**src/core/jrbp_defines.vh**
```
// Shared constants for the jog, registration and assembled move profiler.
`ifndef JRBP_DEFINES_VH
`define JRBP_DEFINES_VH
// =============================================================
// Profile states
`define JRBP_S_IDLE 3'h0
`define JRBP_S_RUN 3'h1
`define JRBP_S_STOP 3'h2
`define JRBP_S_TRAIL 3'h3
`define JRBP_S_SEG 3'h4
`define JRBP_S_DWELL 3'h5
// =============================================================
// Move kinds
`define JRBP_K_JOG 2'h0
`define JRBP_K_REG 2'h1
`define JRBP_K_BLEND 2'h2
`define JRBP_K_DWELL 2'h3
// =============================================================
// Start command bit positions
`define JRBP_C_JOG_CW 0
`define JRBP_C_JOG_CCW 1
`define JRBP_C_REG_CW 2
`define JRBP_C_REG_CCW 3
`define JRBP_C_BLEND_CW 4
`define JRBP_C_BLEND_CCW 5
`define JRBP_C_DWELL 6
// =============================================================
// Timing
`define JRBP_CLK_PERIOD_PS 32'h00000FA0
`define JRBP_PS_PER_US 32'h000F4240
`define JRBP_CYC_PER_US (`JRBP_PS_PER_US / `JRBP_CLK_PERIOD_PS)
// =============================================================
// Segment count limits
`define JRBP_SEG_MIN 5'h02
`endif

```
**src/core/jrbp_step_gen.v**
```verilog
// Phase accumulator step generator.
`timescale 1ns/100ps
module jrbp_step_gen #(
  parameter ACC_W = 32,
  parameter SPD_W = 24
) (
  input wire clk,
  input wire sys_rst,
  input wire run,
  input wire [SPD_W-1:0] rate,
  output reg step_ff
);
  reg [ACC_W-1:0] acc_ff;
  wire [ACC_W:0] nxt_acc;

  // A step is one carry out of the accumulator, so the step rate tracks rate.
  assign nxt_acc = {1'b0, acc_ff} + {{(ACC_W + 1 - SPD_W){1'b0}}, rate};

  always @(posedge clk) begin
    if (sys_rst || !run) begin
      acc_ff <= {ACC_W{1'b0}};
      step_ff <= 1'b0;
    end else begin
      acc_ff <= nxt_acc[ACC_W-1:0];
      step_ff <= nxt_acc[ACC_W];
    end
  end
endmodule

```
**src/core/jrbp_profiler.v**
```verilog
// Stepper motion profiler for jog, registration, blend and dwell moves.
`timescale 1ns/100ps
`include "jrbp_defines.vh"
module jrbp_profiler #(
  parameter SPD_W = 24,
  parameter CNT_W = 24,
  parameter POS_W = 32,
  parameter SEGS = 16,
  parameter IDX_W = 4
) (
  input wire clk,
  input wire sys_rst,
  input wire jog_cw,
  input wire jog_ccw,
  input wire reg_cw,
  input wire reg_ccw,
  input wire blend_cw,
  input wire blend_ccw,
  input wire dwell_go,
  input wire hold_move,
  input wire abrupt_halt,
  input wire stop_in,
  input wire estop_in,
  input wire limit_cw,
  input wire limit_ccw,
  input wire clear_faults,
  input wire preset_pos,
  input wire [POS_W-1:0] preset_val,
  input wire [SPD_W-1:0] start_speed,
  input wire [SPD_W-1:0] prog_speed,
  input wire [SPD_W-1:0] accel,
  input wire [SPD_W-1:0] decel,
  input wire [CNT_W-1:0] trail_steps,
  input wire [CNT_W-1:0] min_dist,
  input wire [15:0] dwell_us,
  input wire [IDX_W:0] seg_count,
  input wire seg_wr,
  input wire [IDX_W-1:0] seg_idx,
  input wire [CNT_W:0] seg_dist,
  input wire [SPD_W-1:0] seg_speed,
  input wire [SPD_W-1:0] seg_acc,
  input wire [SPD_W-1:0] seg_dec,
  output reg step_ff,
  output reg dir_cw_ff,
  output reg [POS_W-1:0] position_ff,
  output reg pos_valid_ff,
  output reg busy_ff,
  output reg [SPD_W-1:0] speed_ff,
  output reg cw_blocked_ff,
  output reg ccw_blocked_ff,
  output reg cmd_error_ff
);
  // =============================================================
  // State
  reg [2:0] state_ff;
  reg [1:0] kind_ff;
  reg [SPD_W-1:0] target_ff;
  reg [SPD_W-1:0] acc_ff;
  reg [SPD_W-1:0] dec_ff;
  reg [CNT_W-1:0] remain_ff;
  reg [CNT_W-1:0] travel_ff;
  reg [CNT_W-1:0] min_ff;
  reg [CNT_W-1:0] trail_ff;
  reg [IDX_W-1:0] seg_ff;
  reg [IDX_W-1:0] last_ff;
  reg [31:0] dwell_cyc_ff;
  reg [31:0] dwell_cnt_ff;
  reg [6:0] cmd_q_ff;
  reg hold_q_ff;
  reg halt_q_ff;
  reg estop_q_ff;
  reg stop_q_ff;
  reg lim_cw_q_ff;
  reg lim_ccw_q_ff;
  reg [CNT_W:0] sd_mem [0:SEGS-1];
  reg [SPD_W-1:0] ss_mem [0:SEGS-1];
  reg [SPD_W-1:0] sa_mem [0:SEGS-1];
  reg [SPD_W-1:0] sdc_mem [0:SEGS-1];
  reg [SPD_W-1:0] nxt_speed;
  reg [SPD_W:0] nxt_sum;
  reg [SPD_W-1:0] nxt_tgt;

  // =============================================================
  // Edges and conditions
  wire gen_step;
  wire [6:0] cmd_w = {dwell_go, blend_ccw, blend_cw, reg_ccw, reg_cw, jog_ccw, jog_cw};
  wire [6:0] cmd_rise = cmd_w & ~cmd_q_ff;
  wire hold_tgl = hold_move ^ hold_q_ff;
  wire halt_rise = abrupt_halt & ~halt_q_ff;
  wire estop_rise = estop_in & ~estop_q_ff;
  wire stop_rise = stop_in & ~stop_q_ff;
  wire lim_fwd = dir_cw_ff ? limit_cw : limit_ccw;
  wire lim_back = dir_cw_ff ? (limit_ccw & ~lim_ccw_q_ff) : (limit_cw & ~lim_cw_q_ff);
  wire ok_cw = ~limit_cw & ~cw_blocked_ff;
  wire ok_ccw = ~limit_ccw & ~ccw_blocked_ff;
  wire moving = (state_ff != `JRBP_S_IDLE) && (state_ff != `JRBP_S_DWELL);
  wire cmd_lvl = (kind_ff == `JRBP_K_JOG) ? (dir_cw_ff ? jog_cw : jog_ccw) : (dir_cw_ff ? reg_cw : reg_ccw);
  wire abrupt = (state_ff != `JRBP_S_IDLE) && (halt_rise || estop_rise || (moving && (lim_fwd || lim_back)));
  wire last_seg = (seg_ff == last_ff);
  wire [IDX_W-1:0] nseg = seg_ff + {{(IDX_W - 1){1'b0}}, 1'b1};
  wire [SPD_W-1:0] span = (speed_ff > start_speed) ? (speed_ff - start_speed) : {SPD_W{1'b0}};
  wire [CNT_W+SPD_W-1:0] ramp_need = remain_ff * dec_ff;
  wire closing = (state_ff == `JRBP_S_TRAIL) ||
    ((state_ff == `JRBP_S_SEG) && (last_seg || (kind_ff == `JRBP_K_DWELL)));
  wire ramp_down = closing && (ramp_need <= {{CNT_W{1'b0}}, span});
  wire [CNT_W:0] d0 = sd_mem[0];
  wire [31:0] dwell_prod = {16'h0000, dwell_us} * `JRBP_CYC_PER_US;

  // =============================================================
  // Speed ramp, one update per step
  always @* begin
    nxt_tgt = ramp_down ? start_speed : target_ff;
    nxt_sum = {1'b0, speed_ff} + {1'b0, acc_ff};
    nxt_speed = speed_ff;
    if (speed_ff < nxt_tgt) begin
      nxt_speed = (nxt_sum > {1'b0, nxt_tgt}) ? nxt_tgt : nxt_sum[SPD_W-1:0];
    end else if (speed_ff > nxt_tgt) begin
      nxt_speed = ((speed_ff - nxt_tgt) < dec_ff) ? nxt_tgt : (speed_ff - dec_ff);
    end
  end

  jrbp_step_gen #(
    .ACC_W(32),
    .SPD_W(SPD_W)
  ) u_step (
    .clk(clk),
    .sys_rst(sys_rst),
    .run(moving),
    .rate(speed_ff),
    .step_ff(gen_step)
  );

  // =============================================================
  // Segment table
  always @(posedge clk) begin
    if (seg_wr) begin
      sd_mem[seg_idx] <= seg_dist;
      ss_mem[seg_idx] <= seg_speed;
      sa_mem[seg_idx] <= seg_acc;
      sdc_mem[seg_idx] <= seg_dec;
    end
  end

  task load_seg;
    input [IDX_W-1:0] idx;
    input dwell;
    reg [CNT_W:0] d;
    begin
      d = sd_mem[idx];
      remain_ff <= d[CNT_W] ? (~d[CNT_W-1:0] + {{(CNT_W - 1){1'b0}}, 1'b1}) : d[CNT_W-1:0];
      target_ff <= ss_mem[idx];
      acc_ff <= sa_mem[idx];
      dec_ff <= sdc_mem[idx];
      seg_ff <= idx;
      if (dwell) begin
        dir_cw_ff <= ~d[CNT_W];
      end
    end
  endtask

  // =============================================================
  // Move sequencer
  always @(posedge clk) begin
    if (sys_rst) begin
      state_ff <= `JRBP_S_IDLE;
      kind_ff <= `JRBP_K_JOG;
      dir_cw_ff <= 1'b1;
      speed_ff <= {SPD_W{1'b0}};
      target_ff <= {SPD_W{1'b0}};
      acc_ff <= {SPD_W{1'b0}};
      dec_ff <= {SPD_W{1'b0}};
      remain_ff <= {CNT_W{1'b0}};
      travel_ff <= {CNT_W{1'b0}};
      min_ff <= {CNT_W{1'b0}};
      trail_ff <= {CNT_W{1'b0}};
      seg_ff <= {IDX_W{1'b0}};
      last_ff <= {IDX_W{1'b0}};
      dwell_cyc_ff <= 32'h00000000;
      dwell_cnt_ff <= 32'h00000000;
      cmd_q_ff <= 7'h7F;
      hold_q_ff <= 1'b0;
      halt_q_ff <= 1'b1;
      estop_q_ff <= 1'b1;
      stop_q_ff <= 1'b1;
      lim_cw_q_ff <= 1'b1;
      lim_ccw_q_ff <= 1'b1;
      step_ff <= 1'b0;
      position_ff <= {POS_W{1'b0}};
      pos_valid_ff <= 1'b0;
      busy_ff <= 1'b0;
      cw_blocked_ff <= 1'b0;
      ccw_blocked_ff <= 1'b0;
      cmd_error_ff <= 1'b0;
    end else begin
      cmd_q_ff <= cmd_w;
      hold_q_ff <= hold_move;
      halt_q_ff <= abrupt_halt;
      estop_q_ff <= estop_in;
      stop_q_ff <= stop_in;
      lim_cw_q_ff <= limit_cw;
      lim_ccw_q_ff <= limit_ccw;
      busy_ff <= (state_ff != `JRBP_S_IDLE);
      step_ff <= 1'b0;
      if (clear_faults) begin
        cw_blocked_ff <= 1'b0;
        ccw_blocked_ff <= 1'b0;
        cmd_error_ff <= 1'b0;
      end
      if (preset_pos && (state_ff == `JRBP_S_IDLE)) begin
        position_ff <= preset_val;
        pos_valid_ff <= 1'b1;
      end
      // Steps and per-step speed update.
      if (gen_step && moving && !abrupt) begin
        step_ff <= 1'b1;
        speed_ff <= nxt_speed;
        position_ff <= dir_cw_ff ? (position_ff + {{(POS_W - 1){1'b0}}, 1'b1})
          : (position_ff - {{(POS_W - 1){1'b0}}, 1'b1});
        if (travel_ff != {CNT_W{1'b1}}) begin
          travel_ff <= travel_ff + {{(CNT_W - 1){1'b0}}, 1'b1};
        end
      end
      case (state_ff)
        `JRBP_S_IDLE: begin
          travel_ff <= {CNT_W{1'b0}};
          speed_ff <= start_speed;
          target_ff <= (prog_speed < start_speed) ? start_speed : prog_speed;
          acc_ff <= accel;
          dec_ff <= decel;
          min_ff <= min_dist;
          trail_ff <= trail_steps;
          dwell_cyc_ff <= dwell_prod;
          last_ff <= seg_count[IDX_W-1:0] - {{(IDX_W - 1){1'b0}}, 1'b1};
          if ((cmd_rise[`JRBP_C_JOG_CW] && ok_cw) || (cmd_rise[`JRBP_C_REG_CW] && ok_cw)) begin
            state_ff <= `JRBP_S_RUN;
            kind_ff <= cmd_rise[`JRBP_C_JOG_CW] ? `JRBP_K_JOG : `JRBP_K_REG;
            dir_cw_ff <= 1'b1;
          end else if ((cmd_rise[`JRBP_C_JOG_CCW] || cmd_rise[`JRBP_C_REG_CCW]) && ok_ccw) begin
            state_ff <= `JRBP_S_RUN;
            kind_ff <= cmd_rise[`JRBP_C_JOG_CCW] ? `JRBP_K_JOG : `JRBP_K_REG;
            dir_cw_ff <= 1'b0;
          end else if (cmd_rise[`JRBP_C_BLEND_CW] || cmd_rise[`JRBP_C_BLEND_CCW] || cmd_rise[`JRBP_C_DWELL]) begin
            if (seg_count < `JRBP_SEG_MIN || seg_count > SEGS) begin
              cmd_error_ff <= 1'b1;
            end else if (cmd_rise[`JRBP_C_DWELL]) begin
              if (d0[CNT_W] ? ok_ccw : ok_cw) begin
                state_ff <= `JRBP_S_SEG;
                kind_ff <= `JRBP_K_DWELL;
                load_seg({IDX_W{1'b0}}, 1'b1);
              end
            end else if (cmd_rise[`JRBP_C_BLEND_CW] ? ok_cw : ok_ccw) begin
              state_ff <= `JRBP_S_SEG;
              kind_ff <= `JRBP_K_BLEND;
              dir_cw_ff <= cmd_rise[`JRBP_C_BLEND_CW];
              load_seg({IDX_W{1'b0}}, 1'b0);
            end
          end
        end
        `JRBP_S_RUN: begin
          if (kind_ff == `JRBP_K_JOG) begin
            acc_ff <= accel;
            dec_ff <= decel;
            if (prog_speed >= start_speed) begin
              target_ff <= prog_speed;
            end
            if (!cmd_lvl || stop_rise || hold_tgl) begin
              state_ff <= `JRBP_S_STOP;
              target_ff <= start_speed;
            end
          end else if (hold_tgl) begin
            state_ff <= `JRBP_S_STOP;
            target_ff <= start_speed;
          end else if ((!cmd_lvl || stop_in) && travel_ff >= min_ff) begin
            remain_ff <= trail_ff;
            state_ff <= (trail_ff == {CNT_W{1'b0}}) ? `JRBP_S_IDLE : `JRBP_S_TRAIL;
          end
        end
        `JRBP_S_STOP: begin
          if (gen_step && speed_ff <= start_speed) begin
            state_ff <= `JRBP_S_IDLE;
          end
        end
        `JRBP_S_TRAIL: begin
          if (gen_step) begin
            remain_ff <= remain_ff - {{(CNT_W - 1){1'b0}}, 1'b1};
            if (remain_ff <= {{(CNT_W - 1){1'b0}}, 1'b1}) begin
              state_ff <= `JRBP_S_IDLE;
            end
          end
        end
        `JRBP_S_SEG: begin
          if (hold_tgl) begin
            state_ff <= `JRBP_S_STOP;
            target_ff <= start_speed;
          end else if (gen_step) begin
            remain_ff <= remain_ff - {{(CNT_W - 1){1'b0}}, 1'b1};
            if (remain_ff <= {{(CNT_W - 1){1'b0}}, 1'b1}) begin
              if (last_seg) begin
                state_ff <= `JRBP_S_IDLE;
              end else if (kind_ff == `JRBP_K_DWELL) begin
                state_ff <= `JRBP_S_DWELL;
                dwell_cnt_ff <= dwell_cyc_ff;
              end else begin
                load_seg(nseg, 1'b0);
                if (speed_ff != target_ff) begin
                  speed_ff <= ss_mem[nseg];
                end
              end
            end
          end
        end
        `JRBP_S_DWELL: begin
          if (hold_tgl) begin
            state_ff <= `JRBP_S_IDLE;
          end else if (dwell_cnt_ff == 32'h00000000) begin
            state_ff <= `JRBP_S_SEG;
            speed_ff <= start_speed;
            load_seg(nseg, 1'b1);
          end else begin
            dwell_cnt_ff <= dwell_cnt_ff - 32'h00000001;
          end
        end
        default: begin
          state_ff <= `JRBP_S_IDLE;
        end
      endcase
      // Abrupt stop overrides the next state chosen above.
      if (abrupt) begin
        state_ff <= `JRBP_S_IDLE;
        pos_valid_ff <= 1'b0;
        if (moving && lim_fwd) begin
          if (dir_cw_ff) begin
            cw_blocked_ff <= 1'b1;
          end else begin
            ccw_blocked_ff <= 1'b1;
          end
        end
      end
    end
  end
endmodule

```
**config.mk**
```make
export PLATFORM = sky130hd
export DESIGN_NAME = jrbp_profiler
export DESIGN_NICKNAME = d
export VERILOG_FILES = /design/src/core/jrbp_step_gen.v /design/src/core/jrbp_profiler.v
export VERILOG_INCLUDE_DIRS = /design/src /design/src/core
export SDC_FILE = /design/constraint.sdc
export NUM_CORES = 2
export LEC_CHECK = 0
export BUFFER_PORTS_ARGS = -buffer_cell sky130_fd_sc_hd__buf_2
export CAP_MARGIN = 20
export CORE_UTILIZATION = 35
export CTS_CLUSTER_SIZE = 24
export DETAILED_ROUTE_END_ITERATION = 12
export PLACE_DENSITY_LB_ADDON = 0.05
export SYNTH_ARGS = -nofsm -noshare
export SYNTH_HDL_FRONTEND = slang
export SYNTH_HIERARCHICAL = 1
export SYNTH_SLANG_ARGS = --single-unit
```
**constraint.sdc**
```tcl
create_clock -name clk -period 27.6 [get_ports clk]
set_input_delay 2.76 -clock clk [delete_from_list [all_inputs] [get_ports clk]]
set_output_delay 2.76 -clock clk [all_outputs]
set_load 0.05 [all_outputs]
```
---- Yosys cells after proc, flatten, opt, wreduce, memory -nomap -nowiden ----
Memories as Yosys holds them, arrays and structs flattened.
Cells that the tools add are included.
storage, ports and cells
  bits in registers ....................... 345
  latch bits .............................. 0
  RAM bits ................................ 1552
  bits in read-only memories .............. 0
  output and inout bits ................... 63
  memories ................................ 4
cells by class
  add/subtract/negate cells ............... 14
  $mul .................................... 2
  div/mod/pow operators ................... 0
  order comparisons ....................... 13
  equal/unequal tests ..................... 48
  shift operators ......................... 0
  multiplexer cells ....................... 181
  bitwise operators ....................... 23
  reductions and logical operators ........ 55
memory list
  memory   words  width  rd ports  clocked after memory_dff  write ports  RTL line            RTL
  sd_mem   16     25     2         0                         1            jrbp_profiler.v:75  reg [CNT_W:0] sd_mem [0:SEGS-1];
  sa_mem   16     24     2         0                         1            jrbp_profiler.v:77  reg [SPD_W-1:0] sa_mem [0:SEGS-1];
  sdc_mem  16     24     2         0                         1            jrbp_profiler.v:78  reg [SPD_W-1:0] sdc_mem [0:SEGS-1];
  ss_mem   16     24     2         0                         1            jrbp_profiler.v:76  reg [SPD_W-1:0] ss_mem [0:SEGS-1];
operators by type and width
  kind                                                count
  2-to-1 mux 24 bit                                   84
  2-to-1 mux 32 bit                                   10
  one-hot mux 24 bit (4 select lines)                 3
  one-hot mux 24 bit (5 select lines)                 1
  adder 24 x 1 -> 24 bit, second input constant       3
  < comparator 24 bit                                 3
  one-hot mux 24 bit (3 select lines)                 1
  subtractor 24 bit                                   3
  one-hot mux 32 bit (2 select lines)                 1
  subtractor 32 x 1 -> 32 bit, second input constant  2
  2-to-1 mux 3 bit                                    21
  2-to-1 mux 4 bit                                    14
  >= comparator 24 bit                                2
  > comparator 24 bit                                 2
  less-or-equal comparator 48 x 24 -> 1 bit           1
  multiplier 24 x 24 -> 48 bit                        1
  NOT 24 bit                                          2
  2-to-1 mux 1 bit                                    35
  adder 32 x 24 -> 33 bit                             1
  adder 32 x 1 -> 32 bit, second input constant       1
  logical NOT 32 bit                                  1
  inequality test 2 bit, second input constant        14
  adder 24 x 24 -> 25 bit                             1
  > comparator 25 x 24 -> 1 bit                       1
  50 further kinds                                    128

---- Depth between registers and ports, before layout ----
  depth in word-level cells ............... 19
  depth in mapped cells ................... 68
  mapped depth without buffers ............ 63

---- By module ----
Netlist, hierarchy kept.
modules (own cells, without submodules)
  module         instances  cells each  area an instance (µm²)
  jrbp_profiler  1          8643        107056.4
  jrbp_step_gen  1          273         2287.2

---- Least setup slack after synthesis ----
No wires, ideal clock.
  kind .................................... register to register
  start point ............................. reg remain_ff[13]
  end point ............................... reg speed_ff[11]
  arrival ................................. 13.353 ns
  setup slack ............................. 14.110 ns
  stages on the path, launching flop included .. 63
  buffers on the path ..................... 6
  cell sequence ........................... dfxtp_1 > clkbuf_1 > clkbuf_1 > nand2_1 > fa_1 > inv_1 > fa_1 > inv_1 > fa_1 > fa_1 > fa_1 > inv_1 > fa_1 > fa_1 > ha_1 > clkbuf_1 > and2_1 > a21o_1 > [27 not listed] > nand2_1 > a21oi_1 > xnor2_1 > ha_1 > a21o_1 > a21oi_1 > nor2b_1 > o21ai_0 > nand2b_1 > a21oi_1 > o41ai_1 > a21o_1 > a21oi_1 > clkbuf_1 > clkbuf_1 > a21oi_1 > o221ai_1 > o221ai_1
on the way
  cells in the longest elaborated chain, start to end .. 17
  elaborated cells between the ends (all ways) .. 24
  classes of those cells .................. 1 x add/sub; 1 x mul; 6 x order compare; 15 x mux; 1 x reduce/logical
ends and longest elaborated chain
  what                                       RTL line             RTL
  start: declaration                         jrbp_profiler.v:60   reg [CNT_W-1:0] remain_ff;
  start signal: assignment                   jrbp_profiler.v:172  remain_ff <= {CNT_W{1'b0}};
  start signal: assignment                   jrbp_profiler.v:274  remain_ff <= trail_ff;
  start signal: assignment                   jrbp_profiler.v:285  remain_ff <= remain_ff - {{(CNT_W - 1){1'b0}}, 1'b1};
  multiplier 24 x 24 -> 48 bit               jrbp_profiler.v:102  wire [CNT_W+SPD_W-1:0] ramp_need = remain_ff * dec_ff;
  less-or-equal comparator 48 x 24 -> 1 bit  jrbp_profiler.v:105  wire ramp_down = closing && (ramp_need <= {{CNT_W{1'b0}}, span});
  logical AND 1 bit                          jrbp_profiler.v:105
  2-to-1 mux 24 bit                          jrbp_profiler.v:112  nxt_tgt = ramp_down ? start_speed : target_ff;
  subtractor 24 bit                          jrbp_profiler.v:118  nxt_speed = ((speed_ff - nxt_tgt) < dec_ff) ? nxt_tgt : (speed_ff - dec_ff);
  < comparator 24 bit                        jrbp_profiler.v:118
  2-to-1 mux 24 bit                          jrbp_profiler.v:118
  2-to-1 mux 24 bit                          jrbp_profiler.v:117  end else if (speed_ff > nxt_tgt) begin
  2-to-1 mux 24 bit                          jrbp_profiler.v:115  if (speed_ff < nxt_tgt) begin
  2-to-1 mux 24 bit                          jrbp_profiler.v:214  if (gen_step && moving && !abrupt) begin
  2-to-1 mux 24 bit                          jrbp_profiler.v:305  if (speed_ff != target_ff) begin
  2-to-1 mux 24 bit                          jrbp_profiler.v:300  end else if (kind_ff == `JRBP_K_DWELL) begin
  2-to-1 mux 24 bit                          jrbp_profiler.v:298  if (last_seg) begin
  2-to-1 mux 24 bit                          jrbp_profiler.v:297  if (remain_ff <= {{(CNT_W - 1){1'b0}}, 1'b1}) begin
  2-to-1 mux 24 bit                          jrbp_profiler.v:295  end else if (gen_step) begin
  2-to-1 mux 24 bit                          jrbp_profiler.v:292  if (hold_tgl) begin
  one-hot mux 24 bit (3 select lines) (*)    jrbp_profiler.v:223  case (state_ff)
  end signal: assignment                     jrbp_profiler.v:226  speed_ff <= start_speed;
  end signal: assignment                     jrbp_profiler.v:306  speed_ff <= ss_mem[nseg];
  end signal: assignment                     jrbp_profiler.v:317  speed_ff <= start_speed;
  end: declaration                           jrbp_profiler.v:48   output reg [SPD_W-1:0] speed_ff,
Every way passes the cells marked *; elsewhere a longest branch is shown, timed or not.
A chain may end at the register's enable or synchronous reset.

---- Final worst setup path ----
  start point ............................. reg remain_ff[9]
  end point ............................... reg speed_ff[4]
Same word-level chain as after synthesis.

==> metrics.txt <==
DRT Wirelength 382,000 µm; Min Clock Period, post-route 15.85 ns; Seq/Total Area, Yosys 0.489; Final Hold Fails 0; Post-synth EDFFs 1,552; number of cell rows 204; total track usage 0.240; Synth Net Count 10,273; Slew HR 0.202; fraction of layout cells with a size suffix above 1 0.159; Synth area leader edfxtp_1; Mapped Area 0.109 mm²; top cells by area, synth edfxtp_1 43%, fa_1 9.9%, mux4_2 8.9%, dfxtp_1 6.3%, ha_1 5.7%; worst-path fanout max 40; Worst path most repeated cell fa_1; first-pass GRT wire length 551,000 µm; post-CTS setup buffer count 0; vias per cell 5.46; Ys Warns 6; Post-Synthesis Cells 8,916; core area 0.310 mm²; Max VDD drop 129 µV; Die Y 561 µm; Hold WC Path Type flip-flop to flip-flop; Slew @ Worst Pin 1.20 ns; Req. time, crit path 28.28 ns; worst reg2reg path depth 63; CTS tree yes; Sink Count 1,897; vias in the first global route 76,609; total negative slack 0 ns; H-tree depth 4; PD cells 111 mW/mm²; outcome completed; CP arrival 16.53 ns; CTS clk-pin slew, worst paths 0.06 ns; die area 0.315 mm²; hold_buf cts 0; DR iter-0 viols 5,791; Synth cell types 107; Critical R2R Launch remain_ff[9]$_SDFFE_PP0P_; drt wl/cell 28.1 µm; # fillers 29,694; Final nets 10,623; Min-Delay Startpoint min_ff[20]$_SDFFE_PP0P_; r2r setup slk 11.75 ns; Worst setup EP type flip-flop; First-pass DRT Iterations 7; clock skew 0.126 ns; grt ovf 0; Port Buffers 378; crit-path max cell delay 1.01 ns; Worst Hold Depth 2; DRT antenna net count 0; post-CTS sizing 0; largest net degree at the start of global routing 111; P_leak 0.0470 µW; clk root buf clkbuf_16; Mean Syn Cell Area 12.3 µm²; Setup-failing EPs final 0; fmax 0.0631 GHz; DRC Markers 0; Ports 379; # Max-Cap Violations 0; FFs w/ async S/R, synth 0; Initial Util 0.353; Final period util 0.574; crit path max-delay cell type dfxtp_1; ys flop type edfxtp_1; Worst-Skew Late Latency 0.93 ns; TritonCTS Buffers 219; fin util 0.400; HPWL after DPL 261,000 µm; Placer Congestion 0.895; endpoint of the lowest-slack register-to-register path speed_ff[4]$_SDFF_PP0_; antenna violations before repair 83; Synth top cells by count 1,552 x edfxtp_1, 1,140 x nand2_1, 772 x inv_1; clock buffer depth 4; RSZ-0062 raised after global routing no; Layout area overhead 13.3%; detailed-route via count 74,136; Hold Crit Endpoint min_ff[20]$_SDFFE_PP0P_; Yosys reg bits 1,897; die width 561 µm; share of the synthesized area in the top cell type 0.426; most numerous cell in the Yosys netlist edfxtp_1; crit start category flip-flop; Slew Limit Fails 0; WS Path Type flip-flop to flip-flop
how the worst max path moves through the flow:
stage	startpoint	to	slack [ns]	cells past startpoint
after global placement	dec_ff[1]$_SDFFE_PP0P_	speed_ff[4]$_SDFF_PP0_	11.99	62
final	remain_ff[9]$_SDFFE_PP0P_	speed_ff[4]$_SDFF_PP0_	11.75	63
after detailed placement	start_speed[1]	speed_ff[4]$_SDFF_PP0_	11.76	61
after CTS	dec_ff[1]$_SDFFE_PP0P_	speed_ff[4]$_SDFF_PP0_	11.80	59
after floorplan	remain_ff[13]$_SDFFE_PP0P_	speed_ff[11]$_SDFF_PP0_	14.11	62
after global routing	dec_ff[7]$_SDFFE_PP0P_	speed_ff[4]$_SDFF_PP0_	10.75	63
logic make-up (layout without fill, tap and decap cells):
group                      Yosys count  in the layout  synth area share
and+or+nand+nor                   2412           2412             0.101
buffers and inverters             1246           1775            0.0440
other                                0             25                 0
adders and majority gates         1044           1044             0.157
AOI/OAI and AO/OA                 1508           1508            0.0885
muxes                              521            521            0.0975
DFF                               1897           1897             0.489
xor gates and xnor gates           288            288            0.0232
area by class of cell:
class	instances	area (µm²)	area share
multi-input combinational	5773	51500	0.416
tap	4120	5150	0.0416
clock inverter	119	1120	0.00904
sequential	1897	53500	0.432
inverter	772	2900	0.0234
antenna	25	62.6	0.000505
clock buffer	281	5890	0.0476
timing repair buffer	603	3730	0.0301
power breakdown:
group	switching [µW]	internal, µW	total [µW]
sequential	239	3280	3520
clock	1230	1620	2850
combinational	4710	2690	7400
state kept, by name, summed over array words and instances (netlist names), 32 cells and up:
name	count
ss_mem	384
sd_mem	400
sa_mem	384
position_ff	32
sdc_mem	384
u_step/acc_ff	32
dwell_cnt_ff	32
metrics by stage:
step	setup slack [ns]	hold slack [ns]	instances	area, µm²	total power, µW
6_report	11.75	0.453	13590	124000	13800
3_3_place_gp	11.99	0.429	13156	117000	11000
5_1_grt	10.75	0.471	13572	124000	14700
4_1_cts	11.80	0.453	13559	124000	13900
2_1_floorplan	14.11	0.419	8916	109000	8320
3_5_place_dp	11.76	0.446	13159	117000	11000
layout by cell type, fill, tap and decap left out, drive strengths merged, types with 25 or more instances in the layout:
master and instances:
o21a 35, a221o 30, o21ai 238, o21bai 25
clkbuf 283, diode 25, and2 267, xor2 117
nor4 40, dfxtp 345, o211ai 26, nand4 62
clkinv 97, fa 542, mux2i 78, nor2b 44
xnor2 170, or2 25, ha 499, inv 779
a21oi 603, or3 41, a2111oi 59, a21o 102
edfxtp 1552, nor3 86, a31oi 35, a22oi 45
a211oi 95, nand3 83, buf 600, a311oi 33
and3 29, nor2 472, nand2 1140, mux4 434
nand2b 53
worst max-delay path: cells and delay by family, from the launching register on:
family / cells / cell delay (ns)
flip-flops: 1 / 1.01
XOR/XNOR: 2 / 0.44
multiplexers: 1 / 0.29
buffers and inverters: 8 / 1.15
adder cells (fa/ha/maj): 11 / 4.50
AO/OA/AOI/OAI: 24 / 5.06
AND/OR/NAND/NOR: 17 / 3.15
per-layer routing:
| metal | share of wire | global-route usage | vias to the layer above |
|---|---|---|---|
| met2 | 0.48 | 0.404 | 1944 |
| met3 | 0.053 | 0.0374 | 636 |
| li1 | - | - | 32928 |
| met4 | 0.036 | 0.0791 | 78 |
| met5 | 0.0013 | 0 | - |
| met1 | 0.43 | 0.316 | 38550 |
No activity file was read; power rests on OpenSTA's default activity.
